===== src/hw/lmc_pkg.sv =====
package lmc_pkg;

    // ------------------------------------------------------------
    // Timing
    // ------------------------------------------------------------
    localparam int CLK_PERIOD_NS = 50;
    localparam int TXD_REL_NS    = 10000;    // 10 us release time
    localparam int LW_REARM_NS   = 10000;    // 10 us wake rearm time
    localparam int DOM_TO_MS     = 20;       // 20 ms dominant timeout
    // Least times round up to whole cycles
    localparam int TXD_REL_CYC   =
        (TXD_REL_NS + CLK_PERIOD_NS - 1) / CLK_PERIOD_NS;
    localparam int LW_REARM_CYC  =
        (LW_REARM_NS + CLK_PERIOD_NS - 1) / CLK_PERIOD_NS;
    localparam int DOM_TO_CYC    =
        (DOM_TO_MS * 1000000 + CLK_PERIOD_NS - 1) / CLK_PERIOD_NS;
    localparam int CNT_W         = 20;

    // ------------------------------------------------------------
    // Types
    // ------------------------------------------------------------
    typedef enum logic [3:0] {
        LMC_UNPOWERED = 4'h1,
        LMC_FAILSAFE  = 4'h2,
        LMC_NORMAL    = 4'h4,
        LMC_SLEEP     = 4'h8
    } lmc_mode_t;

    typedef enum logic [1:0] {
        LMC_SRC_NONE  = 2'h0,
        LMC_SRC_BUS   = 2'h1,
        LMC_SRC_LOCAL = 2'h2,
        LMC_SRC_UV    = 2'h3
    } lmc_src_t;

    typedef struct packed {
        logic poweron;
        logic loss;
        logic undervoltage;
        logic recovered;
    } lmc_supply_t;

    localparam lmc_supply_t SUPPLY_RST = '{default: 1'b0};
    localparam logic [1:0]  SYNC_RST   = 2'h0;

endpackage


===== src/hw/lmc_mode_ctrl.sv =====
`timescale 1ns/1ps

// Function
// - Normal mode enables transmit and receive paths, regulator enable on.
// - Enable falling edge requests sleep; transmit path is disabled.
// - Sleep turns regulator enable off and disconnects bus termination.
// - Sleep entry ignores bus level and local wake input level.
// - With transmit stuck low, sleep is accepted after dominant timeout.
// - Power-up and wake enter fail-safe, regulator on unless undervoltage, transceiver off.
// - Fail-safe lasts until enable is high with no undervoltage, then normal mode.
// - Fail-safe reports source on transmit and receive pins.
// - Fail-safe entered by undervoltage from normal accepts enable fall.
// - Sleep: pre-wake, fall, long dominant, rise raise remote wake.
// - Remote wake: fail-safe, regulator on, termination on, receive low.
// - Local wake input low past filter time wakes into fail-safe.
// - Local wake shown as transmit low, receive high.
// - Local wake rearms only after input high over 10 us.
// - Wake source indications clear once normal mode is entered.
// - Power-on flag moves unpowered to fail-safe, regulator on unless undervoltage.
// - Undervoltage in sleep blocks wake; of the supply flags only loss changes mode.
// - Undervoltage in normal moves to fail-safe, transceiver off.
// - Supply loss moves to unpowered, regulator enable off.
// - Transmit low past 20 ms forces recessive until released high.
// - Transmit low at normal entry blocks driver until high 10 us.
// - Normal mode receive pin mirrors the bus level.
module lmc_mode_ctrl #(
    parameter int DOM_TO_CYC   = lmc_pkg::DOM_TO_CYC,
    parameter int BUS_WAKE_CYC = 2000,
    parameter int LW_WAKE_CYC  = 2000
) (
    // Clock and reset
    input  wire logic              sys_clk_i,
    input  wire logic              rst_i,
    // Microcontroller pins
    input  wire logic              en_i,
    input  wire logic              txd_i,
    output logic                   txd_o,
    output logic                   txd_oe_o,
    output logic                   rxd_o,
    output logic                   rxd_oe_o,
    // Bus side
    input  wire logic              lin_rx_i,
    input  wire logic              lin_prewake_i,
    output logic                   lin_dominant_o,
    output logic                   term_en_o,
    // Local wake and supply flags
    input  wire logic              local_wake_input_i,
    input  wire lmc_pkg::lmc_supply_t supply_i,
    // Regulator and status
    output logic                   regulator_enable_out_o,
    output lmc_pkg::lmc_mode_t     mode_o,
    // Wake source event stream
    output logic                   evt_valid_o,
    output lmc_pkg::lmc_src_t      evt_src_o,
    input  wire logic              evt_ready_i
);
    import lmc_pkg::*;
    localparam logic [CNT_W-1:0] REL_LIM  = CNT_W'(TXD_REL_CYC);
    localparam logic [CNT_W-1:0] RARM_LIM = CNT_W'(LW_REARM_CYC);
    localparam logic [CNT_W-1:0] DOM_LIM  = CNT_W'(DOM_TO_CYC);
    localparam logic [CNT_W-1:0] BW_LIM   = CNT_W'(BUS_WAKE_CYC);
    localparam logic [CNT_W-1:0] LW_LIM   = CNT_W'(LW_WAKE_CYC);
    localparam logic [CNT_W-1:0] CNT_ZERO = '0;

    // ------------------------------------------------------------
    // Helpers
    // ------------------------------------------------------------
    // Saturating count while run is high, cleared otherwise
    function automatic logic [CNT_W-1:0] cnt_step(
        input logic [CNT_W-1:0] cnt,
        input logic             run
    );
        return run ? ((&cnt) ? cnt : cnt + CNT_W'(1)) : CNT_ZERO;
    endfunction

    // ------------------------------------------------------------
    // Synchronisers
    // ------------------------------------------------------------
    logic [1:0]   en_sy_ff, txd_sy_ff, rx_sy_ff, pw_sy_ff, lw_sy_ff;
    lmc_supply_t  sup_m_ff, sup_ff;
    logic         en_q_ff, rx_q_ff;
    always_ff @(posedge sys_clk_i or posedge rst_i) begin
        if (rst_i) begin
            en_sy_ff  <= SYNC_RST;
            txd_sy_ff <= SYNC_RST;
            rx_sy_ff  <= SYNC_RST;
            pw_sy_ff  <= SYNC_RST;
            lw_sy_ff  <= SYNC_RST;
            sup_m_ff  <= SUPPLY_RST;
            sup_ff    <= SUPPLY_RST;
            en_q_ff   <= 1'b0;
            rx_q_ff   <= 1'b0;
        end else begin
            en_sy_ff  <= {en_sy_ff[0], en_i};
            txd_sy_ff <= {txd_sy_ff[0], txd_i};
            rx_sy_ff  <= {rx_sy_ff[0], lin_rx_i};
            pw_sy_ff  <= {pw_sy_ff[0], lin_prewake_i};
            lw_sy_ff  <= {lw_sy_ff[0], local_wake_input_i};
            sup_m_ff  <= supply_i;
            sup_ff    <= sup_m_ff;
            en_q_ff   <= en_sy_ff[1];
            rx_q_ff   <= rx_sy_ff[1];
        end
    end
    wire en_s    = en_sy_ff[1];
    wire txd_s   = txd_sy_ff[1];
    wire rx_s    = rx_sy_ff[1];
    wire pw_s    = pw_sy_ff[1];
    wire lw_s    = lw_sy_ff[1];
    wire en_fall = en_q_ff & ~en_s;
    wire rx_fall = rx_q_ff & ~rx_s;
    wire rx_rise = ~rx_q_ff & rx_s;

    // ------------------------------------------------------------
    // State
    // ------------------------------------------------------------
    lmc_mode_t        mode_ff, nxt_mode;
    lmc_src_t         src_ff, nxt_src;
    logic             from_uv_ff, nxt_from_uv;
    logic             uv_ff, nxt_uv;
    logic [CNT_W-1:0] dom_cnt_ff, rel_cnt_ff, bw_cnt_ff;
    logic [CNT_W-1:0] lw_cnt_ff, rarm_cnt_ff;
    logic             dom_to_ff, nxt_dom_to;
    logic             lock_ff, nxt_lock;
    logic             bw_arm_ff, nxt_bw_arm;
    logic             lw_ok_ff, nxt_lw_ok;
    wire in_fs    = (mode_ff == LMC_FAILSAFE);
    wire in_norm  = (mode_ff == LMC_NORMAL);
    wire in_sleep = (mode_ff == LMC_SLEEP);
    wire in_unpow = (mode_ff == LMC_UNPOWERED);

    // ------------------------------------------------------------
    // Transmit timers
    // ------------------------------------------------------------
    wire txd_released = (rel_cnt_ff >= REL_LIM);
    wire dom_expired  = (dom_cnt_ff >= DOM_LIM);
    wire lock_set     = (nxt_mode == LMC_NORMAL) & ~in_norm & ~txd_s;
    // Both clear only after transmit has stayed high for the release time
    assign nxt_dom_to = ~txd_released
                      & (dom_to_ff | (in_norm & dom_expired));
    assign nxt_lock   = lock_set | (lock_ff & ~txd_released);

    // ------------------------------------------------------------
    // Wake detection
    // ------------------------------------------------------------
    // Undervoltage in sleep blocks both wake paths
    wire wake_gate = in_sleep & ~uv_ff;
    wire bus_wake  = wake_gate & bw_arm_ff & rx_rise
                   & (bw_cnt_ff > BW_LIM);
    wire lw_wake   = wake_gate & lw_ok_ff & ~lw_s
                   & (lw_cnt_ff > LW_LIM);
    wire lw_rearm  = lw_s & (rarm_cnt_ff > RARM_LIM);
    assign nxt_bw_arm = in_sleep & ~rx_rise
                      & (bw_arm_ff | (rx_fall & pw_s));
    assign nxt_lw_ok  = lw_rearm
                      | (lw_ok_ff & ~lw_wake & (in_sleep | lw_s));

    // ------------------------------------------------------------
    // Supply latch with hysteresis
    // ------------------------------------------------------------
    assign nxt_uv = sup_ff.undervoltage | (uv_ff & ~sup_ff.recovered);

    // ------------------------------------------------------------
    // Mode sequencer
    // ------------------------------------------------------------
    // Sleep needs transmit high, unless the dominant timeout has fired
    wire sleep_ok = txd_s | dom_to_ff;
    always_comb begin
        nxt_mode    = mode_ff;
        nxt_src     = src_ff;
        nxt_from_uv = from_uv_ff;
        if (sup_ff.loss) begin
            nxt_mode    = LMC_UNPOWERED;
            nxt_src     = LMC_SRC_NONE;
            nxt_from_uv = 1'b0;
        end else begin
            case (mode_ff)
                LMC_UNPOWERED: begin
                    if (sup_ff.poweron) begin
                        nxt_mode = LMC_FAILSAFE;
                    end
                end
                LMC_NORMAL: begin
                    if (uv_ff) begin
                        nxt_mode    = LMC_FAILSAFE;
                        nxt_src     = LMC_SRC_UV;
                        nxt_from_uv = 1'b1;
                    end else if (!en_s && sleep_ok) begin
                        nxt_mode = LMC_SLEEP;
                    end
                end
                LMC_FAILSAFE: begin
                    if (from_uv_ff && en_fall) begin
                        nxt_mode    = LMC_SLEEP;
                        nxt_from_uv = 1'b0;
                    end else if (en_s && !uv_ff) begin
                        nxt_mode    = LMC_NORMAL;
                        nxt_src     = LMC_SRC_NONE;
                        nxt_from_uv = 1'b0;
                    end
                end
                LMC_SLEEP: begin
                    if (bus_wake) begin
                        nxt_mode = LMC_FAILSAFE;
                        nxt_src  = LMC_SRC_BUS;
                    end else if (lw_wake) begin
                        nxt_mode = LMC_FAILSAFE;
                        nxt_src  = LMC_SRC_LOCAL;
                    end
                end
                default: begin
                    nxt_mode = LMC_UNPOWERED;
                end
            endcase
        end
    end

    // ------------------------------------------------------------
    // Pin outputs
    // ------------------------------------------------------------
    logic nxt_txd_oe, nxt_rxd_oe, nxt_lin_dom, nxt_term, nxt_reg;
    wire  fs_next   = (nxt_mode == LMC_FAILSAFE);
    wire  norm_next = (nxt_mode == LMC_NORMAL);
    always_comb begin
        // Open-drain style: enable high pulls the pin low
        nxt_txd_oe = fs_next & (nxt_src == LMC_SRC_BUS ||
                                nxt_src == LMC_SRC_LOCAL);
        nxt_rxd_oe = 1'b0;
        if (fs_next) begin
            nxt_rxd_oe = (nxt_src == LMC_SRC_BUS) ||
                         (nxt_src == LMC_SRC_UV);
        end else if (norm_next) begin
            nxt_rxd_oe = ~rx_s;
        end
        nxt_lin_dom = norm_next & ~txd_s & ~nxt_dom_to
                    & ~nxt_lock;
        nxt_term    = fs_next | norm_next;
        // Fail-safe keeps the regulator off while undervoltage holds
        nxt_reg     = norm_next | (fs_next & ~nxt_uv);
    end

    // ------------------------------------------------------------
    // Wake source event buffer
    // ------------------------------------------------------------
    // A pending event waits here until the skid slot frees; a newer
    // event overwrites it, so a long stall can lose a source.
    logic     pend_v_ff, nxt_pend_v;
    lmc_src_t pend_ff, nxt_pend;
    logic     head_v_ff, nxt_head_v, skid_v_ff, nxt_skid_v;
    lmc_src_t head_ff, nxt_head, skid_ff, nxt_skid;
    wire new_evt = (nxt_src != src_ff) && (nxt_src != LMC_SRC_NONE);
    wire push    = pend_v_ff & ~skid_v_ff;
    wire pop     = head_v_ff & evt_ready_i;
    always_comb begin
        nxt_pend_v = pend_v_ff & ~push;
        nxt_pend   = pend_ff;
        if (new_evt) begin
            nxt_pend_v = 1'b1;
            nxt_pend   = nxt_src;
        end
        nxt_head   = head_ff;
        nxt_head_v = head_v_ff;
        nxt_skid   = skid_ff;
        nxt_skid_v = skid_v_ff;
        if (!head_v_ff || pop) begin
            if (skid_v_ff) begin
                nxt_head   = skid_ff;
                nxt_head_v = 1'b1;
                nxt_skid   = pend_ff;
                nxt_skid_v = push;
            end else begin
                nxt_head   = pend_ff;
                nxt_head_v = push;
            end
        end else if (push) begin
            nxt_skid   = pend_ff;
            nxt_skid_v = 1'b1;
        end
    end

    // ------------------------------------------------------------
    // Registers
    // ------------------------------------------------------------
    always_ff @(posedge sys_clk_i or posedge rst_i) begin
        if (rst_i) begin
            mode_ff    <= LMC_UNPOWERED;
            src_ff     <= LMC_SRC_NONE;
            from_uv_ff <= 1'b0;
            uv_ff      <= 1'b0;
            dom_to_ff  <= 1'b0;
            lock_ff    <= 1'b0;
            bw_arm_ff  <= 1'b0;
            lw_ok_ff   <= 1'b0;
        end else begin
            mode_ff    <= nxt_mode;
            src_ff     <= nxt_src;
            from_uv_ff <= nxt_from_uv;
            uv_ff      <= nxt_uv;
            dom_to_ff  <= nxt_dom_to;
            lock_ff    <= nxt_lock;
            bw_arm_ff  <= nxt_bw_arm;
            lw_ok_ff   <= nxt_lw_ok;
        end
    end

    always_ff @(posedge sys_clk_i or posedge rst_i) begin
        if (rst_i) begin
            dom_cnt_ff  <= CNT_ZERO;
            rel_cnt_ff  <= CNT_ZERO;
            bw_cnt_ff   <= CNT_ZERO;
            lw_cnt_ff   <= CNT_ZERO;
            rarm_cnt_ff <= CNT_ZERO;
        end else begin
            dom_cnt_ff  <= cnt_step(dom_cnt_ff, in_norm & ~txd_s);
            rel_cnt_ff  <= cnt_step(rel_cnt_ff, txd_s);
            bw_cnt_ff   <= cnt_step(bw_cnt_ff, bw_arm_ff & ~rx_s);
            lw_cnt_ff   <= cnt_step(lw_cnt_ff, in_sleep & ~lw_s);
            rarm_cnt_ff <= cnt_step(rarm_cnt_ff, lw_s);
        end
    end

    always_ff @(posedge sys_clk_i or posedge rst_i) begin
        if (rst_i) begin
            pend_v_ff <= 1'b0;
            pend_ff   <= LMC_SRC_NONE;
            head_v_ff <= 1'b0;
            head_ff   <= LMC_SRC_NONE;
            skid_v_ff <= 1'b0;
            skid_ff   <= LMC_SRC_NONE;
        end else begin
            pend_v_ff <= nxt_pend_v;
            pend_ff   <= nxt_pend;
            head_v_ff <= nxt_head_v;
            head_ff   <= nxt_head;
            skid_v_ff <= nxt_skid_v;
            skid_ff   <= nxt_skid;
        end
    end

    always_ff @(posedge sys_clk_i or posedge rst_i) begin
        if (rst_i) begin
            txd_o                  <= 1'b0;
            rxd_o                  <= 1'b0;
            txd_oe_o               <= 1'b0;
            rxd_oe_o               <= 1'b0;
            lin_dominant_o         <= 1'b0;
            term_en_o              <= 1'b0;
            regulator_enable_out_o <= 1'b0;
            mode_o                 <= LMC_UNPOWERED;
        end else begin
            // Pin data is always low; only the enables move
            txd_o                  <= 1'b0;
            rxd_o                  <= 1'b0;
            txd_oe_o               <= nxt_txd_oe;
            rxd_oe_o               <= nxt_rxd_oe;
            lin_dominant_o         <= nxt_lin_dom;
            term_en_o              <= nxt_term;
            regulator_enable_out_o <= nxt_reg;
            mode_o                 <= nxt_mode;
        end
    end

    assign evt_valid_o = head_v_ff;
    assign evt_src_o   = head_ff;

endmodule


===== config.mk =====
export PLATFORM = sky130hd
export DESIGN_NAME = lmc_mode_ctrl
export DESIGN_NICKNAME = d
export VERILOG_FILES = /design/src/hw/lmc_pkg.sv /design/src/hw/lmc_mode_ctrl.sv
export SDC_FILE = /design/constraint.sdc
export NUM_CORES = 1
export LEC_CHECK = 0
export BUFFER_PORTS_ARGS = -buffer_cell sky130_fd_sc_hd__buf_2
export CAP_MARGIN = 10
export CORE_UTILIZATION = 60
export DETAILED_ROUTE_END_ITERATION = 16
export GPL_TIMING_DRIVEN = 0
export PLACE_DENSITY = 0.78
export SETUP_SLACK_MARGIN = 0.02
export SKIP_CTS_REPAIR_TIMING = 1
export SYNTH_ARGS = -nofsm -noshare
export SYNTH_HDL_FRONTEND = slang
export SYNTH_SLANG_ARGS = --single-unit

===== constraint.sdc =====
create_clock -name sys_clk_i -period 9.7 [get_ports sys_clk_i]
set_clock_uncertainty 0.1 [all_clocks]
set_input_delay 0 -clock sys_clk_i [delete_from_list [all_inputs] [get_ports sys_clk_i]]
set_output_delay 0 -clock sys_clk_i [all_outputs]
set_load 0.05 [all_outputs]

## Word level (Yosys, flattened, before mapping)

Cells that the tools add are included.
Widths: inputs -> output; s select.

- Add/subtract/negate cells: 5
- $lt $le $gt $ge: 5
- Equality and inequality tests: 18
- Mux-type cells: 42
- Bitwise gates (word level): 58
- Reductions and logical operators: 20

Operator list:

| operator | number |
|---|---|
| $mux 20 | 10 |
| $add 20x1->20 const B | 5 |
| $reduce_and 20->1 | 5 |
| $gt 20x11->1 const B | 2 |
| $and 1x1->1 | 33 |
| $mux 4 | 8 |
| $ge 20x19->1 const B | 1 |
| $ge 20x8->1 const B | 1 |
| $gt 20x8->1 const B | 1 |
| $mux 2 | 10 |
| $not 1->1 | 16 |
| $pmux 4 s4 | 1 |
| $ne 2x2->1 const B | 6 |
| $mux 1 | 11 |
| $or 1x1->1 | 9 |
| $eq 4x2->1 const B | 2 |
| $eq 4x3->1 const B | 2 |
| $pmux 2 s3 | 1 |
| $eq 2x2->1 const B | 2 |
| $eq 4x1->1 const B | 1 |
| $eq 4x4->1 const B | 1 |
| $logic_and 1x1->1 | 4 |
| $ne 4x2->1 const B | 1 |
| $reduce_bool 2->1 | 2 |
| 9 further kinds | 13 |

- Bits in registers: 146
- Input bits: 12
- Output and inout port bits: 14
- Logic and storage cells: 187

## Longest topological paths before layout

- Depth in word-level cells: 15
- Mapped depth: 12
- Mapped depth without buffers: 12

## Least setup slack after synthesis

OpenSTA, ideal clock, no wires.

- Path kind: register -> register
- Start: reg mode_o[3] (netlist name)
- End: reg pend_ff[0]
- Library setup time: 0.128 ns
- Arrival: 2.882 ns
- Data required time: 9.472 ns
- Setup slack: 6.591 ns
- Stages on the path, launching flop included: 9
- Buffers on the path: 1
- Clock period less this slack: 3.109 ns
- Path through: dfrtp_1 > buf_2 > nor4b_4 > nand2_1 > a311o_1 > or3b_1 > a211o_1 > a41oi_2 > mux2_1

RTL lines:

| what | RTL line | RTL |
|---|---|---|
| end signal, assigned | lmc_mode_ctrl.sv:332 | `pend_ff <= nxt_pend;` |
| end, declared | lmc_mode_ctrl.sv:248 | `lmc_src_t pend_ff, nxt_pend;` |

## Worst setup path in the final report

- Start: reg lw_cnt_ff[0]
- End: reg pend_ff[0]

- Longest elaborated chain between the ends: 8
- Elaborated cells on any way between the ends: 9
- Those cells by class: 1 x order compare; 1 x eq/ne; 4 x mux; 1 x bitwise; 2 x reduce/logical

Ends and longest elaborated chain:

| what | RTL line | RTL |
|---|---|---|
| start, declared | lmc_mode_ctrl.sv:122 | `logic [CNT_W-1:0] lw_cnt_ff, rarm_cnt_ff;` |
| start signal, assigned | lmc_mode_ctrl.sv:317 | `lw_cnt_ff <= cnt_step(lw_cnt_ff, in_sleep & ~lw_s);` |
| $gt 20x11->1 * | lmc_mode_ctrl.sv:151 | `& (lw_cnt_ff > LW_LIM);` |
| $and 1x1->1 * | lmc_mode_ctrl.sv:151 |  |
| $mux 2 * | lmc_mode_ctrl.sv:206 | `end else if (lw_wake) begin` |
| $mux 2 * | lmc_mode_ctrl.sv:203 | `if (bus_wake) begin` |
| $pmux 2 s3 * | lmc_mode_ctrl.sv:177 | `case (mode_ff)` |
| $mux 2 * | lmc_mode_ctrl.sv:172 | `if (sup_ff.loss) begin` |
| named net nxt_src[0] | lmc_mode_ctrl.sv:118 | `lmc_src_t src_ff, nxt_src;` |
| $ne 2x2->1 or $reduce_bool 2->1 (tied branches) | lmc_mode_ctrl.sv:251 | `wire new_evt = (nxt_src != src_ff) && (nxt_src != LMC_SRC_NONE);` |
| $logic_and 1x1->1 | lmc_mode_ctrl.sv:251 |  |

Mark *: on every way through the listed nets, which the timed path passes. The rest lies on a longest branch.
A chain may end at the register's enable or synchronous reset.

==> impl_results.md <==
* Nets at 807
* Combinational power share at 0.036
* Setup TNS at 0 ps
* H-tree Lvls at 4
* Placed insts at roughly 900
* Die area at 0.01232 sq mm
* Final setup violation count at 0
* Clock sinks at 146
* Maximum clock rate at 300.4 MHz
* Pwr Density at 168.5 mW/mm^2
* Synth area leaders: dfrtp_1, nor2_1, xnor2_1
* Post-synth EDFFs at 0
* CP Data Required Time at 9900 ps
* Number of core rows at 39
* Drt total wl at 14050 um
* IO buf count at 23
* Top-area cell type share of the netlist area at 0.5090
* Seq cells post-synth at 146
* Sw frac at 0.2081
* Final Power at 1.383 mW
* Final Hold Fails at 1
* RSZ-0062 raised after global routing: false
* P_leak at ~3.5 nW
* Crit path time final at 3329 ps
* DRC violation count after routing at 6
* Most numerous cell in the Yosys netlist: dfrtp_1
* Initial DRC Count at 473
* Clk root buf: clkbuf_16
* Post-route insts no fill at 939
* N_diodes at 0
* Failing checks: DRC, hold timing
* Worst slack at placement at between 6000 and 7000 ps
* Post-synth ARST share at 1.000
* Antenna violations before repair at 0
* Area after DPL at 0.007458 sq mm
* Fin Hold WS at -1.819 ps
* Vias/cell at 5.830
* Maximum clock path buffer count at 2
* Unique masters post-synth at 65
* Area growth syn-to-layout at 15.15%
* First-pass GRT wire length at 24450 um
* DRT antenna net count at 0
* Number of global-route vias before repair at ~5300
* Mapped Cells at 730
* Worst Slack Setup Final at around 6400 ps
* Clock power share at 0.512
* Sw Pwr at 0.2879 mW
* Synth cell count leaders: dfrtp_1, nor2_1, nand2_1, nand3_1, xnor2_1
* CTS tree: done
* Die Wd at roughly 110 um
* Max-cap violations at 0
* Initial Util at 0.6190
* Core area at about 0.012 sq mm
* Crit path kind: register to register
* Synthesized cell area at 0.007128 sq mm
* Top_reg_cell synth: dfrtp_1
* Max Fanout on Critical Path at 7
* Max IR drop VDD at 0.1672 mV
* Cell taking the most area after synthesis: dfrtp_1
* Fin area at 0.008208 sq mm
* Die Y at around 110 um
* Clock Latency Late Sink at 420 ps
* Clock transition at the registers of the reported paths at 60 ps
* Remaining global-route overflow at 0
* Seq/Total Area, Yosys at 0.5127
* Worst Max-Slew Pin Slew at 1163 ps
* DR vias at 5474
* Register share of total power at 0.451
* Headroom to the max-slew limit at 0.2137
* DP HPWL at 9575 um
* Pre-antenna DRT Iters at 11
* Worst min-delay path category: input pin to register
* CTS Buf Count at 17
* Warnings, synthesis at 0
* Critical Path Sink Type: register
* Internal power at 1.095 mW
* Fin crit share at 0.3432
* Status: finished with violations
* Gp weighted congestion at between 0.8 and 0.9
* Slew Limit Fails at 0
* Avg Inst Size Synth at between 9 and 10 sq um
* I/O pins at 26
* Share of cells above drive strength 1 at 0.09296
* Drt wl/cell at roughly 15 um
* Largest net degree at the start of global routing at 80
* WP data arrival at 3530 ps
* GRT Total Usage at 0.2478
* Type of origin of the critical path: register
==> final cells by class <==
cell class	count	area, sq um
Multi-Input combinational cell	529	3246
Clock buffer	18	439.2
Fill cell	826	3308
Tap cell	143	178.9
Sequential cell	146	3655
Inverter	32	125.1
Buffer	24	111.4
Clock inverter	13	210.2
Timing Repair Buffer	34	242.7
==> flip-flops by register name, indices dropped and copies added, names as in the netlist, 2 cells and up <==
signal       cells
en_sy_ff         2
src_ff           2
pend_ff          2
lw_sy_ff         2
sup_m_ff         4
rel_cnt_ff      20
bw_cnt_ff       20
rx_sy_ff         2
rarm_cnt_ff     20
txd_sy_ff        2
dom_cnt_ff      20
evt_src_o        2
mode_o           4
skid_ff          2
lw_cnt_ff       20
pw_sy_ff         2
sup_ff           4
==> worst max-delay path, stage by stage, from the launching register on <==
cell and delay (ps):
dfrtp_1 440, inv_1 100, ha_1 140, or4b_2 590
o2111ai_1 150, a311o_1 370, nand2_1 90, a21oi_1 160
o21a_1 210, inv_1 60, ha_1 210, a41oi_2 260
mux2_1 350
==> worst paths after layout <==
path                                     startpoint                         to  slack, ps  cells after the start
max                        lw_cnt_ff[0]$_DFFE_PP0P_     pend_ff[0]$_DFFE_PP0P_       6370                     12
min                                     evt_ready_i    evt_valid_o$_DFFE_PP0N_         -2                      4
max reg2reg                lw_cnt_ff[0]$_DFFE_PP0P_     pend_ff[0]$_DFFE_PP0P_       6370                     12
min reg2reg                   sup_m_ff[1]$_DFF_PP0_        sup_ff[1]$_DFF_PP0_        250                      0
max in group asynchronous                     rst_i     pend_ff[0]$_DFFE_PP0P_       8590                      4
min in group asynchronous                     rst_i  bw_cnt_ff[14]$_DFFE_PP0P_        150                      3
==> power by group through the flow <==
stage	Combinational [mW]	Clock (mW)	Sequential (mW)
global placement	0.0444	0	0.635
finish	0.0498	0.709	0.624
detailed placement	0.0474	0	0.635
global route	0.0562	0.743	0.625
floorplan	0.0295	0	0.638
CTS	0.0478	0.721	0.624
==> per-stage QoR <==
step / hold WS [ps] / util
detailed placement: 9.312 / 0.6477
floorplan: -68.57 / -
CTS: -434.4 / 0.7040
global route: 48.81 / 0.7127
global placement: 7.662 / 0.6448
finish: -1.819 / 0.7127
==> layout by cell type (no fill, tap or decap), drive strengths merged, types with 5 or more instances in the layout <==
cell,synthesis,routed
nor2,103,103
nor3,26,26
a31oi,5,5
and3,15,15
nand4,24,24
buf,6,30
nand3,44,44
or3,12,12
dfrtp,145,145
o211ai,5,5
a21oi,26,26
clkinv,0,6
nor4,10,10
and2,18,18
nand2,46,46
dlygate4sd3,0,10
nor3b,7,7
ha,11,11
bufinv,0,5
xor2,37,37
nand2b,9,9
and4,10,10
clkbuf,18,36
inv,32,32
o21ai,22,22
xnor2,38,38
==> routing by layer <==
| layer | track usage | wire (um) | vias to the layer above |
|---|---|---|---|
| met5 | 0 | 0 | - |
| met4 | 0.09406 | 206 | 0 |
| met3 | 0.05631 | 570 | 20 |
| met2 | 0.4105 | 7138 | 125 |
| met1 | 0.3182 | 6135 | 2684 |
| li1 | - | - | 2645 |
==> cell families after synthesis <==
group	count (synthesis)	synth area share
flip-flops	146	0.5127
adder cells (fa/ha/maj)	11	0.01931
AND/OR/NAND/NOR	343	0.2484
other	1	0.0005261
AO/OA/AOI/OAI	90	0.08250
XOR/XNOR	75	0.09215
buffers and inverters	56	0.03247
multiplexers	8	0.01194
Power figures use the tool's default switching activity.
